==> src/dfs_defs.svh <==
// register map, field positions and counts for the ds3 frame sync block
`ifndef DFS_DEFS_SVH
`define DFS_DEFS_SVH
`define DFS_IDX_TST  6'h0C
`define DFS_IDX_CS   6'h10
`define DFS_IDX_ST   6'h11
`define DFS_IDX_IEN  6'h12
`define DFS_IDX_IST  6'h13
`define DFS_B_CHK    3
`define DFS_B_GEN    2
`define DFS_B_AIS    7
`define DFS_B_LOS    6
`define DFS_B_IDLE   5
`define DFS_B_OOF    4
`define DFS_B_PAR    2
`define DFS_B_FSEL   1
`define DFS_B_MSEL   0
`define DFS_B_FERF   4
`define DFS_B_AIC    3
`define DFS_F_FEBE   2:0
`define DFS_I_CP     7
`define DFS_I_LOS    6
`define DFS_I_AIS    5
`define DFS_I_IDLE   4
`define DFS_I_FERF   3
`define DFS_I_AIC    2
`define DFS_I_OOF    1
`define DFS_I_PERR   0
`define DFS_WCW      5
`define DFS_FWIN     16
`define DFS_FTHR_1   5'h03
`define DFS_FTHR_0   5'h06
`define DFS_MWIN     4
`define DFS_MTHR     5'h03
`define DFS_PWIN     5
`define DFS_PTHR     5'h02
`define DFS_AWIN     15
`define DFS_ATHR     5'h02
`define DFS_AIC_RUN  6'h3F
`define DFS_LOS_ZERO 180
`define DFS_LOS_MARK 60
`endif

==> src/dfs_pkg.sv <==
// types shared by the ds3 frame sync block
package dfs_pkg;
  typedef enum logic {DFS_SEARCH, DFS_INFRAME} dfs_state_t;
endpackage

==> src/dfs_win_if.sv <==
// event window link between the framer and an error window counter
`timescale 1ns/100ps
interface dfs_win_if;
  logic       ev;
  logic       err;
  logic       clr;
  logic [4:0] thr;
  logic       hit;
  modport host (output ev, output err, output clr, output thr, input hit);
  modport win  (input ev, input err, input clr, input thr, output hit);
endinterface

==> src/dfs_err_window.sv <==
// m-of-n sliding error window over the last n events
`timescale 1ns/100ps
module dfs_err_window #(
  parameter int N  = 16,
  parameter int CW = 5
) (
  input logic   clk_i,
  input logic   rst_b_i,
  dfs_win_if.win w
);
  logic [N-1:0]  hist;
  logic [CW-1:0] cnt;

  if (N < 2 || N >= 2 ** CW || CW != 5) begin : g_bad
    $error("window size does not fit counter");
  end

  always_ff @(posedge clk_i) begin
    if (!rst_b_i || w.clr) begin
      hist <= '0;
      cnt  <= '0;
    end else if (w.ev) begin
      hist <= {hist[N-2:0], w.err};
      cnt  <= cnt + CW'(w.err) - CW'(hist[N-1]);
    end
  end

  assign w.hit = (cnt >= w.thr);
endmodule

==> src/dfs_los_detect.sv <==
// loss of signal detector on the received bit stream
`timescale 1ns/100ps
module dfs_los_detect #(
  parameter int WIN   = 180,
  parameter int MARKS = 60,
  parameter int CW    = 8
) (
  input  logic clk_i,
  input  logic rst_b_i,
  input  logic bit_en_i,
  input  logic bit_i,
  output logic los_o
);
  logic [WIN-1:0] hist;
  logic [CW-1:0]  marks;
  logic [CW-1:0]  next_marks;
  logic [CW-1:0]  zrun;

  if (MARKS > WIN || WIN >= 2 ** CW) begin : g_bad
    $error("los window does not fit counter");
  end

  assign next_marks = marks + CW'(bit_i) - CW'(hist[WIN-1]);

  // marks in the last WIN bit periods
  always_ff @(posedge clk_i) begin
    if (!rst_b_i) begin
      hist  <= '0;
      marks <= '0;
    end else if (bit_en_i) begin
      hist  <= {hist[WIN-2:0], bit_i};
      marks <= next_marks;
    end
  end

  // run of zeros, saturating so a long outage cannot wrap
  always_ff @(posedge clk_i) begin
    if (!rst_b_i) zrun <= '0;
    else if (bit_en_i) begin
      if (bit_i) zrun <= '0;
      else if (zrun != CW'(WIN)) zrun <= zrun + 1'b1;
    end
  end

  always_ff @(posedge clk_i) begin
    if (!rst_b_i) los_o <= 1'b0;
    else if (bit_en_i) begin
      if (!bit_i && zrun == CW'(WIN - 1)) los_o <= 1'b1;
      else if (los_o && next_marks >= CW'(MARKS)) los_o <= 1'b0;
    end
  end
endmodule

==> src/dfs_rx_frame_sync.sv <==
// ds3 receive frame sync, alarm status and register block
//
// Design decision made here: the Wishbone interface to the registers.
`timescale 1ns/100ps
// Overview of operation
// - checker enable bit switches pattern checker
// - generator enable bit switches pattern generator
// - bit 7 shows alarm pattern reception
// - bit 6 shows loss of signal
// - bit 5 shows idle pattern, ds3 only
// - bit 4 shows out of frame
// - parity option adds p-bit check to acquisition
// - parity option: 2 of 5 errors reframe
// - f-bit threshold 3 or 6 of 16
// - m-bit option: 3 of 4 errors reframe
// - m-bit option off ignores m errors
// - status bit 4 shows far-end failure
// - format flag sets after 63 ones
// - format flag clears on 2 of 15 zeros
// - febe field holds latest frame code
// - los: 180 zeros set, 60 marks clear
`include "dfs_defs.svh"
module dfs_rx_frame_sync (
  input  logic        clk_i,
  input  logic        rst_b_i,
  input  logic        wb_cyc_i,
  input  logic        wb_stb_i,
  input  logic        wb_we_i,
  input  logic [7:0]  wb_adr_i,
  input  logic [3:0]  wb_sel_i,
  input  logic [31:0] wb_dat_i,
  output logic [31:0] wb_dat_o,
  output logic        wb_ack_o,
  output logic        irq_o,
  input  logic        rx_bit_en_i,
  input  logic        rx_bit_i,
  input  logic        ais_det_i,
  input  logic        idle_det_i,
  input  logic        ferf_det_i,
  input  logic        frame_cand_i,
  input  logic        parity_ok_i,
  input  logic        fbit_en_i,
  input  logic        fbit_err_i,
  input  logic        mbit_en_i,
  input  logic        mbit_err_i,
  input  logic        pbit_en_i,
  input  logic        pbit_err_i,
  input  logic        cbit_err_i,
  input  logic        mframe_en_i,
  input  logic        aic_bit_i,
  input  logic [2:0]  febe_i,
  output logic        pattern_checker_en_o,
  output logic        pattern_generator_en_o,
  output logic        out_of_frame_o,
  output logic        reframe_o
);

  dfs_pkg::dfs_state_t state;
  dfs_pkg::dfs_state_t next_state;

  logic       req;
  logic       wr;
  logic [5:0] idx;
  logic [7:0] next_rdata;
  logic       par_en;
  logic       fbit_threshold_sel;
  logic       mbit_check_sel;
  logic       alarm_pattern_flag;
  logic       signal_loss_flag;
  logic       idle_pattern_flag;
  logic       far_end_fail_flag;
  logic       format_ident_flag;
  logic [2:0] far_end_block_err_code;
  logic [5:0] aic_run;
  logic       lost;
  logic [7:0] flags_q;
  logic [7:0] flags;
  logic [7:0] ev;
  logic [7:0] int_stat;
  logic [7:0] int_mask;
  logic [7:0] w1c;

  dfs_win_if f_if ();
  dfs_win_if m_if ();
  dfs_win_if p_if ();
  dfs_win_if a_if ();

  // ---- register bus ----
  assign req = wb_cyc_i & wb_stb_i & ~wb_ack_o;
  assign wr  = req & wb_we_i & wb_sel_i[0];
  assign idx = wb_adr_i[7:2];

  always_ff @(posedge clk_i) begin
    if (!rst_b_i) wb_ack_o <= 1'b0;
    else wb_ack_o <= req;
  end

  // reads only select, nothing is cleared by them
  always_comb begin
    next_rdata = 8'h00;
    case (idx)
      `DFS_IDX_TST: begin
        next_rdata[`DFS_B_CHK] = pattern_checker_en_o;
        next_rdata[`DFS_B_GEN] = pattern_generator_en_o;
      end
      `DFS_IDX_CS: begin
        next_rdata[`DFS_B_AIS]  = alarm_pattern_flag;
        next_rdata[`DFS_B_LOS]  = signal_loss_flag;
        next_rdata[`DFS_B_IDLE] = idle_pattern_flag;
        next_rdata[`DFS_B_OOF]  = out_of_frame_o;
        next_rdata[`DFS_B_PAR]  = par_en;
        next_rdata[`DFS_B_FSEL] = fbit_threshold_sel;
        next_rdata[`DFS_B_MSEL] = mbit_check_sel;
      end
      `DFS_IDX_ST: begin
        next_rdata[`DFS_B_FERF] = far_end_fail_flag;
        next_rdata[`DFS_B_AIC]  = format_ident_flag;
        next_rdata[`DFS_F_FEBE] = far_end_block_err_code;
      end
      `DFS_IDX_IEN: next_rdata = int_mask;
      `DFS_IDX_IST: next_rdata = int_stat;
      default: next_rdata = 8'h00;
    endcase
  end

  always_ff @(posedge clk_i) begin
    if (!rst_b_i) wb_dat_o <= 32'h0000_0000;
    else if (req) wb_dat_o <= {24'h00_0000, next_rdata};
  end

  // ---- configuration ----
  always_ff @(posedge clk_i) begin
    if (!rst_b_i) begin
      par_en             <= 1'b0;
      fbit_threshold_sel <= 1'b0;
      mbit_check_sel     <= 1'b0;
    end else if (wr && idx == `DFS_IDX_CS) begin
      par_en             <= wb_dat_i[`DFS_B_PAR];
      fbit_threshold_sel <= wb_dat_i[`DFS_B_FSEL];
      mbit_check_sel     <= wb_dat_i[`DFS_B_MSEL];
    end
  end

  always_ff @(posedge clk_i) begin
    if (!rst_b_i) begin
      pattern_checker_en_o   <= 1'b0;
      pattern_generator_en_o <= 1'b0;
    end else if (wr && idx == `DFS_IDX_TST) begin
      pattern_checker_en_o   <= wb_dat_i[`DFS_B_CHK];
      pattern_generator_en_o <= wb_dat_i[`DFS_B_GEN];
    end
  end

  always_ff @(posedge clk_i) begin
    if (!rst_b_i) int_mask <= 8'h00;
    else if (wr && idx == `DFS_IDX_IEN) int_mask <= wb_dat_i[7:0];
  end

  // ---- live alarm indicators ----
  always_ff @(posedge clk_i) begin
    if (!rst_b_i) begin
      alarm_pattern_flag <= 1'b0;
      idle_pattern_flag  <= 1'b0;
      far_end_fail_flag  <= 1'b0;
    end else begin
      alarm_pattern_flag <= ais_det_i;
      idle_pattern_flag  <= idle_det_i;
      far_end_fail_flag  <= ferf_det_i;
    end
  end

  dfs_los_detect #(
    .WIN   (`DFS_LOS_ZERO),
    .MARKS (`DFS_LOS_MARK),
    .CW    (8)
  ) u_los (
    .clk_i    (clk_i),
    .rst_b_i  (rst_b_i),
    .bit_en_i (rx_bit_en_i),
    .bit_i    (rx_bit_i),
    .los_o    (signal_loss_flag)
  );

  // ---- frame maintenance windows ----
  // windows are cleared while searching so a fresh lock starts clean
  assign f_if.ev  = fbit_en_i & ~out_of_frame_o;
  assign f_if.err = fbit_err_i;
  assign f_if.clr = out_of_frame_o;
  assign f_if.thr = fbit_threshold_sel ? `DFS_FTHR_1 : `DFS_FTHR_0;

  assign m_if.ev  = mbit_en_i & ~out_of_frame_o;
  assign m_if.err = mbit_err_i & mbit_check_sel;
  assign m_if.clr = out_of_frame_o;
  assign m_if.thr = `DFS_MTHR;

  assign p_if.ev  = pbit_en_i & ~out_of_frame_o;
  assign p_if.err = pbit_err_i;
  assign p_if.clr = out_of_frame_o;
  assign p_if.thr = `DFS_PTHR;

  dfs_err_window #(.N(`DFS_FWIN), .CW(`DFS_WCW)) u_fwin (
    .clk_i   (clk_i),
    .rst_b_i (rst_b_i),
    .w       (f_if)
  );
  dfs_err_window #(.N(`DFS_MWIN), .CW(`DFS_WCW)) u_mwin (
    .clk_i   (clk_i),
    .rst_b_i (rst_b_i),
    .w       (m_if)
  );
  dfs_err_window #(.N(`DFS_PWIN), .CW(`DFS_WCW)) u_pwin (
    .clk_i   (clk_i),
    .rst_b_i (rst_b_i),
    .w       (p_if)
  );

  assign lost = f_if.hit
              | (mbit_check_sel & m_if.hit)
              | (par_en & p_if.hit);

  always_comb begin
    next_state = state;
    case (state)
      dfs_pkg::DFS_SEARCH:
        if (frame_cand_i && (!par_en || parity_ok_i)) next_state = dfs_pkg::DFS_INFRAME;
      dfs_pkg::DFS_INFRAME:
        if (lost) next_state = dfs_pkg::DFS_SEARCH;
      default: next_state = dfs_pkg::DFS_SEARCH;
    endcase
  end

  always_ff @(posedge clk_i) begin
    if (!rst_b_i) state <= dfs_pkg::DFS_SEARCH;
    else state <= next_state;
  end

  // a framer starts out of frame, so reset shows search with the flag cleared
  always_ff @(posedge clk_i) begin
    if (!rst_b_i) out_of_frame_o <= 1'b0;
    else out_of_frame_o <= (next_state == dfs_pkg::DFS_SEARCH);
  end

  always_ff @(posedge clk_i) begin
    if (!rst_b_i) reframe_o <= 1'b0;
    else reframe_o <= (state == dfs_pkg::DFS_INFRAME) && lost;
  end

  // ---- c-bit format identification ----
  assign a_if.ev  = mframe_en_i;
  assign a_if.err = ~aic_bit_i;
  assign a_if.clr = 1'b0;
  assign a_if.thr = `DFS_ATHR;

  dfs_err_window #(.N(`DFS_AWIN), .CW(`DFS_WCW)) u_awin (
    .clk_i   (clk_i),
    .rst_b_i (rst_b_i),
    .w       (a_if)
  );

  always_ff @(posedge clk_i) begin
    if (!rst_b_i) aic_run <= 6'h00;
    else if (mframe_en_i) begin
      if (!aic_bit_i) aic_run <= 6'h00;
      else if (aic_run != `DFS_AIC_RUN) aic_run <= aic_run + 6'h01;
    end
  end

  // a full run of ones implies no zero in the window, so set and clear never meet
  always_ff @(posedge clk_i) begin
    if (!rst_b_i) format_ident_flag <= 1'b0;
    else if (mframe_en_i && aic_bit_i && aic_run == `DFS_AIC_RUN - 6'h01)
      format_ident_flag <= 1'b1;
    else if (a_if.hit) format_ident_flag <= 1'b0;
  end

  always_ff @(posedge clk_i) begin
    if (!rst_b_i) far_end_block_err_code <= 3'h0;
    else if (mframe_en_i) far_end_block_err_code <= febe_i;
  end

  // ---- interrupts: change of state events, plus c-bit and p-bit error events ----
  always_comb begin
    flags = 8'h00;
    flags[`DFS_I_LOS]  = signal_loss_flag;
    flags[`DFS_I_AIS]  = alarm_pattern_flag;
    flags[`DFS_I_IDLE] = idle_pattern_flag;
    flags[`DFS_I_FERF] = far_end_fail_flag;
    flags[`DFS_I_AIC]  = format_ident_flag;
    flags[`DFS_I_OOF]  = out_of_frame_o;
  end

  always_ff @(posedge clk_i) begin
    if (!rst_b_i) flags_q <= 8'h00;
    else flags_q <= flags;
  end

  always_comb begin
    ev = flags ^ flags_q;
    ev[`DFS_I_CP]   = cbit_err_i;
    ev[`DFS_I_PERR] = pbit_en_i & pbit_err_i;
  end

  assign w1c = (wr && idx == `DFS_IDX_IST) ? wb_dat_i[7:0] : 8'h00;

  // set wins over a clear in the same cycle
  always_ff @(posedge clk_i) begin
    if (!rst_b_i) int_stat <= 8'h00;
    else int_stat <= (int_stat & ~w1c) | ev;
  end

  always_ff @(posedge clk_i) begin
    if (!rst_b_i) irq_o <= 1'b0;
    else irq_o <= |(int_stat & int_mask);
  end
endmodule

==> config.mk <==
export PLATFORM = sky130hd
export DESIGN_NAME = dfs_rx_frame_sync
export DESIGN_NICKNAME = d
export VERILOG_FILES = /design/src/dfs_pkg.sv /design/src/dfs_win_if.sv /design/src/dfs_err_window.sv /design/src/dfs_los_detect.sv /design/src/dfs_rx_frame_sync.sv
export VERILOG_INCLUDE_DIRS = /design/src
export SDC_FILE = /design/constraint.sdc
export NUM_CORES = 1
export LEC_CHECK = 0
export BUFFER_PORTS_ARGS = -buffer_cell sky130_fd_sc_hd__clkbuf_2
export CAP_MARGIN = 20
export CORE_ASPECT_RATIO = 0.5
export CORE_UTILIZATION = 35
export DETAILED_ROUTE_END_ITERATION = 7
export HOLD_SLACK_MARGIN = 0.02
export PLACE_DENSITY_LB_ADDON = 0.3
export REMOVE_ABC_BUFFERS = 1
export SYNTH_ARGS = -nofsm -noshare
export SYNTH_HDL_FRONTEND = slang
export SYNTH_SLANG_ARGS = --single-unit
==> constraint.sdc <==
create_clock -name clk_i -period 2.2 [get_ports clk_i]
set_input_delay 0.11 -clock clk_i [delete_from_list [all_inputs] [get_ports clk_i]]
set_output_delay 0.11 -clock clk_i [all_outputs]
set_load 0.01 [all_outputs]
==> metrics, run 1 <==
RSZ-0062 raised after global routing=true; Initial Util=36.3%; largest family of logic cells by synthesized area=multiplexers; TritonCTS clock tree=built; compound-cell area share of the yosys netlist=under 10%; setup slack on the worst flop-to-flop path=0.05 ns; Yosys warning total=0; FFs w/ async S/R, synth=0%; fin. max-slew vios=0; worst relative slew slack=about 54%; largest cells by area after synthesis=dfxtp_1, mux2i_1, nor2_1; I/O Buffers=52; CP required=about 2.6 ns; 1st-iter DRT viols=roughly 280; Synth area leader=dfxtp_1; DR DRC count=0; initial antenna violation count=0; total grt overflow=0; slew at the pin with the worst max-slew slack=between 0.6 and 0.7 ns; die width=roughly 270 um; worst r2r path cells=11; fin worst setup slack=between 0.04 and 0.05 ns; Cell Area, Synth=about 13000 um2; Synth Area in Adders=approximately 5.3%; Sum Neg Setup Slack=0 ns; clock buffer depth=3; Max Cap Violations=0; Layout Nets=~1500; Layout area overhead=16.0%; Total GRT Usage=between 10% and 20%; Avg Cell Area, Syn=9.78 um2; DRT Wirelength=21800 um; Core Region=around 35000 um2; DIE AREA=37200 um2; CTS Buf Count=29; length of the first detailed-routing pass in iterations=4; antenna cells=0; Mapped Cells=1303; r2r startpoint=u_los.marks[0]; Power, Total=approximately 12 mW; H-tree depth=1; Fillers=3380; worst-path cell chain=inv_2 > ha_4 > inv_2 > ha_4 > inv_2 > fa_2 > nand2b_4 > a211oi_4 > nor4b_2 > o31ai_1 > a21oi_1; achievable clock frequency=approximately 460 MHz; Net Switching=2.98 mW; worst hold path startpoint=rst_b_i; Seq/Total Area, Yosys=between 40% and 50%; pre-CTS WS=-0.120 ns; most used cell along the critical path=inv_2; Slowest-stage cell, CP=fa_2; first-pass GRT wire length=between 30000 and 40000 um; Setup CP Type=reg -> reg; HP Class=in -> reg; XOR/XNOR share of the synthesized area=1.79%; vias in the first global route=about 8300; area post-placement=around 13000 um2; Worst Setup Start Kind=flop; EDFF count, synth=0; VDD IR max=between 0.5 and 0.6 mV; Die Y=~140 um; DPL Wire Length=around 14000 um; Yosys cell types=between 50 and 60; Final ANT Viol Nets=0; switching part of the total=about a quarter; dominant synthesized flop cell=dfxtp_1; RePlAce Congestion=between 0.8 and 0.9; static leakage=between 6 and 7 nW; Crit Path Max Fanout=2; vias per inst=around 4.6; clock latency on the worst-skew pair=approximately 0.55 ns; Clock Power Share=between 30% and 40%; Rows=48; CP Data Arrival Time=roughly 2.6 ns; # IOs=between 100 and 150; Worst-path clk slew=approximately 0.070 ns; Finish-stage setup viols=0; largest net degree at the start of global routing=90; share of Yosys cell area claimed by the top area cell type=a little under 50%; status=finished, final reports clean; Synth Register Bits=310; Endpoint, Worst Hold=wb_dat_o[6]; final cell count without fillers=approximately 1900; post-synthesis simple-gate area fraction=between 10% and 20%; wire per inst=around 12 um; cell area after layout=between 10000 and 15000 um2; fraction of layout cells with a size suffix above 1=a little over a tenth; CTS sink cnt=310; final hold vios=0; Slowest Stage Delay on Critical Path=0.37 ns; Cells after DPL=~1800; worst hold stages=3; Via Count=around 8600; Critical Path End Type=flop; Power Dens Cells=821 nW/um2; combinational share of power=between 10% and 20%; fin crit period=between 2 and 2.5 ns; Root Buffer=clkbuf_16; Max Clock Skew=approximately 0.0081 ns; worst r2r dst=u_los.marks[6]; Int Pwr=9.15 mW; Final period util=about 98%; Seq pwr share=a little under half; CP Launch Point=u_los.marks[0]; post-synthesis mux area share=about 20%
==> cells in the mapped netlist, types with 4 or more instances <==
library cell  instances
a211oi_1             15
a21oi_1              32
a22oi_1              10
and2_1               12
and3_1                4
buf_1                27
buf_4                25
clkbuf_1             42
dfxtp_1             310
fa_1                  5
ha_1                 46
inv_1                62
mux2i_1             248
mux4_2                4
nand2_1              32
nand2b_1              6
nand3_1              11
nor2_1              305
nor3_1                5
o21ai_0              20
or3_1                 5
xnor2_1              14
xor2_1               12
==> timing repair <==
item / 4_1_cts / 5_1_grt
hold buffers: 29 / 0
pin swaps: 0 / 11
endpoints found under the setup margin: 2 / 9
resized for setup: 6 / 22
buffers inserted: 0 / 2
endpoints found under the hold margin: 70 / 0
==> power groups by stage <==
stage                     Sequential, mW  Combinational (mW)  Clock (mW)
after floorplan                     5.92               0.968           0
after global placement              5.94                1.36           0
after detailed placement            5.94                1.40           0
after CTS                           5.82                1.48        4.96
after global routing                5.83                1.75        5.17
final                               5.82                1.56        4.75
==> worst max-delay path, delay by kind of cell (launching register included) <==
| family | cells | cell delay, ns |
|---|---|---|
| buffers and inverters | 3 | 0.14 |
| and+or+nand+nor | 2 | 0.25 |
| adders and majority gates | 3 | 0.70 |
| AOI/OAI and AO/OA | 3 | 0.58 |
| DFF | 1 | 0.33 |
==> sequential cells by signal, summed over array words and instances, names as in the netlist, 4 cells and up <==
signal / cells
u_los.hist: 180
u_fwin.hist: 16
u_awin.hist: 15
int_mask: 8
int_stat: 8
u_los.marks: 8
u_los.zrun: 8
wb_dat_o: 8
aic_run: 6
flags_q: 6
u_awin.cnt: 5
u_fwin.cnt: 5
u_mwin.cnt: 5
u_pwin.cnt: 5
u_pwin.hist: 5
u_mwin.hist: 4
==> placed cells by master (no fill, tap or decap), types with 10 or more instances in the layout <==
cell / instances
nand2_1: 32
and2_1: 12
inv_1: 59
a211oi_1: 12
dfxtp_1: 307
a22oi_1: 10
clkbuf_1: 11
buf_4: 12
xor2_1: 12
xnor2_1: 12
ha_1: 44
mux2i_1: 248
clkbuf_2: 51
nand3_1: 11
o21ai_0: 19
a21oi_1: 30
nor2_1: 305
clkbuf_16: 29
dlygate4sd3_1: 29
conb_1: 24
==> worst max path at each step <==
stage / endpoint / slack [ns] / cells past startpoint
6_report: u_los.marks[6] / 0.05 / 11
5_1_grt: u_los.los_o / -0.07 / 12
4_1_cts: u_los.los_o / 0.0006 / 12
3_5_place_dp: u_los.marks[6] / -0.12 / 11
3_3_place_gp: u_los.marks[6] / -0.06 / 11
2_1_floorplan: u_los.los_o / -0.28 / 3
==> layer usage <==
metal	up-vias	track usage (%)	wire length, um
met5	-	0	0
met4	0	3.75	528
met3	43	2.37	638
met2	82	21.4	10600
met1	4029	13.7	9990
li1	4447	-	-
==> through the flow <==
| step | utilization, % | hold WS [ns] |
|---|---|---|
| finish | 42.1 | 0.0394 |
| global route | 42.1 | 0.0593 |
| CTS | 41.8 | 0.0264 |
| detailed placement | 38.3 | 0.331 |
| global placement | 38.3 | 0.322 |
| floorplan | - | 0.205 |
==> layout make-up <==
class,instances,area (um2),area share [%]
Clock buffer,45,836,5.65
Clock inverter,7,66.3,0.449
Inverter,63,241,1.63
Multi-Input combinational cell,859,6050,41.0
Sequential cell,310,6210,42.0
Tap cell,475,594,4.02
Timing Repair Buffer,100,782,5.29
==> cell families (layout without fill, tap and decap cells) <==
family,Yosys count,in the layout
AO/OA/AOI/OAI,106,106
XOR/XNOR,26,26
adder cells (fa/ha/maj),51,51
buffers and inverters,157,215
flip-flops,310,310
multiplexers,252,252
other,1,24
AND/OR/NAND/NOR,400,400
(Power assumes the default switching activity.)
==> inputs of run 2 (changes only) <==
--- a/config.mk
+++ b/config.mk
@@ -10,6 +10,7 @@
 export CAP_MARGIN = 20
 export CORE_ASPECT_RATIO = 0.5
 export CORE_UTILIZATION = 35
+export CTS_BUF_LIST = sky130_fd_sc_hd__clkbuf_16
 export DETAILED_ROUTE_END_ITERATION = 7
 export HOLD_SLACK_MARGIN = 0.02
 export PLACE_DENSITY_LB_ADDON = 0.3
==> constraint.sdc (replaced) <==
create_clock -name clk_i -period 2.6 [get_ports clk_i]
set_input_delay 0.13 -clock clk_i [delete_from_list [all_inputs] [get_ports clk_i]]
set_output_delay 0.13 -clock clk_i [all_outputs]
set_load 0.01 [all_outputs]
==> metrics, run 2 (synthesis results as in run 1) <==
Max Cap Violations=0 (unchanged); DRT Wirelength=21500 um (was 21800 um); Biggest register=u_los.hist (unchanged); fin. max-slew vios=0 (unchanged); DPL Wire Length=14000 um (was 14300 um); DR DRC count=0 (unchanged); total grt overflow=0 (unchanged); Setup CP Type=reg -> reg (unchanged); Die Y=137 um (unchanged); H-tree depth=1 (unchanged); length of the first detailed-routing pass in iterations=4 (unchanged); top flop regs=u_los.hist: 180 flops, u_fwin.hist: 16 flops, u_awin.hist: 15 flops (unchanged); Crit Path Max Fanout=2 (unchanged); Final period util=91.6% (was 97.9%); Largest register FFs=180 (unchanged); Via Count=8589 (was 8601); static leakage=6.42 nW (was 6.36 nW); Final ANT Viol Nets=0 (unchanged); Worst Setup Start Kind=flop (unchanged); vias in the first global route=8293 (was 8272); wire per inst=11.6 um (was 11.7 um); Layout Nets=1480 (was 1482); DIE AREA=37200 um2 (unchanged); CTS sink cnt=310 (unchanged); largest net degree at the start of global routing=120 (was 90); RePlAce Congestion=0.789 (was 0.804); fin crit period=2.38 ns (was 2.15 ns); CP Data Arrival Time=2.84 ns (was 2.57 ns); antenna cells=0 (unchanged); postcts setup bufs=0 (unchanged); HP Class=in -> reg (unchanged); VDD IR max=0.426 mV (was 0.554 mV); hold buffers post-CTS=35 (was 29); die width=272 um (unchanged); slew at the pin with the worst max-slew slack=0.821 ns (was 0.682 ns); Rows=48 (unchanged); Total GRT Usage=11.7% (about the same); worst relative slew slack=45.3% (was 53.9%); area occupied by registers=6210 um2 (about the same); fraction of layout cells with a size suffix above 1=8.96% (was 10.5%); Power, Total=10.9 mW (was 12.1 mW); RSZ-0062 raised after global routing=false (was true); cell area after layout=14800 um2 (about the same); first-pass GRT wire length=37400 um (was 37100 um); I/O Buffers=52 (unchanged); commonest cells after routing, fill and taps aside=dfxtp_1, nor2_1, mux2i_1 (unchanged); Initial Util=36.3% (unchanged); clock latency on the worst-skew pair=0.56 ns (was 0.55 ns); initial antenna violation count=0 (unchanged); vias per inst=4.62 (was 4.63); Sum Neg Setup Slack=0 ns (unchanged); Root Buffer=clkbuf_16 (unchanged); 1st-iter DRT viols=441 (was 281); footprint of the multi-input gates=5940 um2 (was 6050 um2); Fillers=3370 (was 3380); status=finished, final reports clean (unchanged); Core Region=35100 um2 (unchanged); achievable clock frequency=420 MHz (was 464 MHz); Finish-stage setup viols=0 (unchanged); clock buffer depth=3 (unchanged); CTS Buf Count=29 (unchanged); area post-placement=13400 um2 (was 13500 um2); Power Dens Cells=735 nW/um2 (was 821 nW/um2); # resized after CTS=0 (was 6); # IOs=106 (unchanged); Worst-path clk slew=0.07 ns (about the same); Critical Path End Type=flop (unchanged); Max Clock Skew=0.00838 ns (was 0.00809 ns); TritonCTS clock tree=built (unchanged); Layout area overhead=16.3% (was 16.0%); final hold vios=0 (unchanged); CP required=3.06 ns (was 2.61 ns); commonest non-fill, non-tap cell in the layout=dfxtp_1 (unchanged)
## run 2: final timing paths
| kind | from | endpoint | slack [ns] | cells past startpoint |
|---|---|---|---|---|
| worst max-delay path | u_los.marks[0] | u_los.los_o | 0.22 | 11 |
| worst min register to register | u_pwin.hist[0] | u_pwin.hist[0] | 0.48 | 2 |
| worst min-delay path | pbit_en_i | u_pwin.cnt[3] | 0.04 | 2 |
| worst max register to register | u_los.marks[0] | u_los.los_o | 0.22 | 11 |
## run 2: critical path, stage by stage (launching register included)
cell      delay (ns)
dfxtp_1         0.33
inv_1           0.05
ha_1            0.28
inv_1           0.05
ha_1            0.15
inv_1           0.06
fa_1            0.39
nand2b_1        0.19
a211oi_1        0.31
and3b_1         0.24
nor3_1          0.06
a41o_1          0.19
## run 2: where the power goes
| part | internal, mW | total, mW | switching [mW] |
|---|---|---|---|
| logic | 0.521 | 1.19 | 0.670 |
| clock network | 2.95 | 4.78 | 1.83 |
| registers | 4.85 | 4.92 | 0.0736 |
| total | 8.31 | 10.9 | 2.58 |
## run 2: through the flow
| step | setup slack, ns | std cells | utilization (%) | hold WS [ns] |
|---|---|---|---|---|
| after floorplan | 0.101 | 1232 | - | 0.225 |
| final | 0.218 | 1859 | 42.2 | 0.0405 |
| after detailed placement | 0.226 | 1770 | 38.1 | 0.346 |
| after CTS | 0.225 | 1859 | 42.2 | 0.0201 |
| after global routing | 0.0638 | 1859 | 42.2 | 0.0516 |
| after global placement | 0.277 | 1770 | 38.1 | 0.337 |
## run 2: final cells by class
type / instances / area share (%)
clock buffer: 29 / 4.90
sequential: 310 / 41.9
tap: 475 / 4.01
clock inverter: 25 / 2.49
multi-input combinational: 859 / 40.1
inverter: 63 / 1.63
timing repair buffer: 98 / 5.00
## run 2: metal layers
layer	routed length (um)	up-vias	track usage [%]
met2	10200	85	20.7
met1	10100	4010	14.2
met3	686	47	2.53
li1	-	4447	-
met5	0	-	0
met4	599	0	4.21
==> inputs of run 3 (changes only) <==
--- a/config.mk
+++ b/config.mk
@@ -17,4 +17,5 @@
 export REMOVE_ABC_BUFFERS = 1
 export SYNTH_ARGS = -nofsm -noshare
 export SYNTH_HDL_FRONTEND = slang
+export SYNTH_HIERARCHICAL = 1
 export SYNTH_SLANG_ARGS = --single-unit
==> metrics, run 3 <==
status=finished, final reports clean (unchanged); worst-path cell chain=dlygate4sd3_1 > clkbuf_2 > or4b_4 > nor4_4 > a311oi_1 > dlygate4sd3_1 (was inv_1 > ha_1 > inv_1 > ha_1 > inv_1 > fa_1 > nand2b_1 > a211oi_1 > and3b_1 > nor3_1 > a41o_1); achievable clock frequency=420 MHz (about the same); Sum Neg Setup Slack=0 ns (unchanged); Synth area leader=dfxtp_1 (unchanged); Slowest Stage Delay on Critical Path=0.65 ns (was 0.39 ns); Final period util=91.7% (was 91.6%); Cell Area, Synth=13800 um2 (was 12700 um2); worst relative slew slack=49.0% (was 45.3%); fin. max-slew vios=0 (unchanged); wire per inst=12.1 um (was 11.6 um); vias in the first global route=9049 (was 8293); static leakage=6.59 nW (was 6.42 nW); slew at the pin with the worst max-slew slack=0.765 ns (was 0.821 ns); CTS sink cnt=310 (unchanged); Layout Nets=1557 (was 1480); total grt overflow=0 (unchanged); CP Data Arrival Time=2.84 ns (about the same); largest net degree at the start of global routing=107 (was 120); die width=282 um (was 272 um); commonest cells after routing, fill and taps aside=dfxtp_1, mux2i_1, nor2b_1 (was dfxtp_1, nor2_1, mux2i_1); Rows=50 (was 48); Finish-stage setup viols=0 (unchanged); RSZ-0062 raised after global routing=false (unchanged); Critical Path End Type=flop (unchanged); Mapped Cells=1346 (was 1303); largest cells by area after synthesis=dfxtp_1, mux2i_1, nor2b_1 (was dfxtp_1, mux2i_1, nor2_1); WHS=0.0563 ns (was 0.0405 ns); clock latency on the worst-skew pair=0.56 ns (about the same); FFs w/ async S/R, synth=0% (unchanged); Synth Register Bits=310 (unchanged); Initial Util=36.2% (was 36.3%); Worst-path clk slew=0.06 ns (was 0.07 ns); Total GRT Usage=12.0% (was 11.7%); HP Class=in -> reg (unchanged); dominant synthesized flop cell=dfxtp_1 (unchanged); Final ANT Viol Nets=0 (unchanged); I/O Buffers=52 (unchanged); length of the first detailed-routing pass in iterations=5 (was 4); top flop regs=u_los/hist: 180 flops, u_fwin/hist: 16 flops, u_awin/hist: 15 flops (was u_los.hist: 180 flops, u_fwin.hist: 16 flops, u_awin.hist: 15 flops); Biggest register=u_los/hist (was u_los.hist); final hold vios=0 (unchanged); Power Dens Cells=648 nW/um2 (was 735 nW/um2); Slowest-stage cell, CP=nor4_4 (was fa_1); share of Yosys cell area claimed by the top area cell type=45.1% (was 48.7%); CTS Buf Count=31 (was 29); DRT Wirelength=24000 um (was 21500 um); H-tree depth=1 (unchanged); Root Buffer=clkbuf_16 (unchanged); Crit Path Max Fanout=8 (was 2); clock buffer depth=3 (unchanged); # IOs=106 (unchanged); 1st-iter DRT viols=328 (was 441); count leader, synth=dfxtp_1 (unchanged); Max Clock Skew=0.0111 ns (was 0.00838 ns); Worst Setup Start Kind=input pin (was flop); VDD IR max=0.469 mV (was 0.426 mV); Largest register FFs=180 (unchanged); Via Count=9091 (was 8589); DR DRC count=0 (unchanged); Layout area overhead=15.0% (was 16.3%); fin crit period=2.38 ns (about the same); most used cell along the critical path=dlygate4sd3_1 (was inv_1); initial antenna violation count=0 (unchanged); Setup CP Type=in -> reg (was reg -> reg); commonest cells in the synthesized netlist=dfxtp_1, mux2i_1, nor2b_1, nor2_1, inv_1 (was dfxtp_1, nor2_1, mux2i_1, inv_1, ha_1); CP bufs+invs=3 (unchanged); Die Y=142 um (was 137 um); Seq/Total Area, Yosys=45.1% (was 48.7%); RePlAce Congestion=0.793 (was 0.789); cell family with most CP delay=buffers and inverters (was adder cells); Fillers=3698 (was 3370); Post-Route Utilization=41.6% (was 42.2%); DIE AREA=40200 um2 (was 37200 um2); EDFF count, synth=0 (unchanged); postcts setup bufs=0 (unchanged); Yosys cell types=67 (was 53); Max Cap Violations=0 (unchanged); CP required=3.05 ns (was 3.06 ns); Yosys warning total=6 (was 0); commonest non-fill, non-tap cell in the layout=dfxtp_1 (unchanged); antenna cells=0 (unchanged); vias per inst=4.60 (was 4.62); first-pass GRT wire length=40700 um (was 37400 um); TritonCTS clock tree=built (unchanged); DPL Wire Length=15900 um (was 14000 um); fraction of layout cells with a size suffix above 1=8.85% (was 8.96%); Avg Cell Area, Syn=10.2 um2 (was 9.78 um2); Core Region=38000 um2 (was 35100 um2)
==> run 3: cell count changes after synthesis, moves of 6 or more <==
cell and delta:
inv_1 +6, buf_1 -26, nand4_1 +6, ha_1 +6, a211oi_1 -7, nand2_1 +26, clkbuf_1 -10, nor2b_1 +200
buf_2 +33, mux2i_1 +11, nor2_1 -228
==> run 3: worst register-to-register path: cells and delay by family, from the launching register on <==
family          cells  cell delay, ns
fa+ha+maj           3            0.82
simple gates        2            0.39
flops               1            0.33
compound gates      2            0.32
buf+inv             3            0.16
xor+xnor            1            0.15
==> run 3: final timing paths <==
check / startpoint / end / slack (ns) / depth (start not counted)
worst min register to register: state / reframe_o / 0.45 / 2
worst max-delay path: wb_adr_i[4] / int_stat[0] / 0.22 / 6
worst min-delay path: rx_bit_en_i / u_los/hist[8] / 0.06 / 3
worst max register to register: u_los/marks[0] / u_los/los_o / 0.35 / 11
==> run 3: layer usage <==
metal	vias to the layer above	GRT usage [%]	part of all wire, %
li1	4690	-	-
met1	4236	14.0	46
met2	116	21.8	48
met3	49	2.30	3.0
met4	0	4.04	2.8
met5	-	0	0
==> run 3: logic make-up after synthesis <==
group	count (synthesis)	synth area share, %
and+or+nand+nor	424	17.8
DFF	310	45.1
muxes	264	19.5
buffers and inverters	159	5.35
AOI/OAI and AO/OA	110	5.49
adders and majority gates	57	5.46
xor gates and xnor gates	20	1.27
other	2	0.0546
==> run 3: what timing repair did <==
item | 4_1_cts | 5_1_grt
gates resized for setup | 0 | 0
hold buffers | 38 | 0
hold endpoints to repair | 52 | 0
==> run 3: power by group <==
part           total, mW  switching, mW  internal [mW]
Combinational       1.18          0.618          0.557
Sequential          4.89         0.0675           4.83
Clock               4.19           1.83           2.36
Total               10.3           2.51           7.75
==> run 3: layout make-up <==
cell class                 instances  area, um2  share of cell area [%]
clock buffer                      31        776                    4.90
timing repair buffer             103        779                    4.93
clock inverter                    27        181                    1.15
tap                              520        651                    4.11
inverter                          68        255                    1.61
multi-input combinational        918       6970                    44.1
sequential                       310       6210                    39.2
==> run 3: stage by stage <==
step	cells	setup slack, ns	cell area, um2	power [mW]
6_report	1977	0.216	15800	10.3
5_1_grt	1977	0.173	15800	10.7
4_1_cts	1977	0.250	15800	10.4
3_5_place_dp	1881	0.361	14500	6.13
3_3_place_gp	1881	0.363	14500	6.08
2_1_floorplan	1296	0.0990	13400	5.77
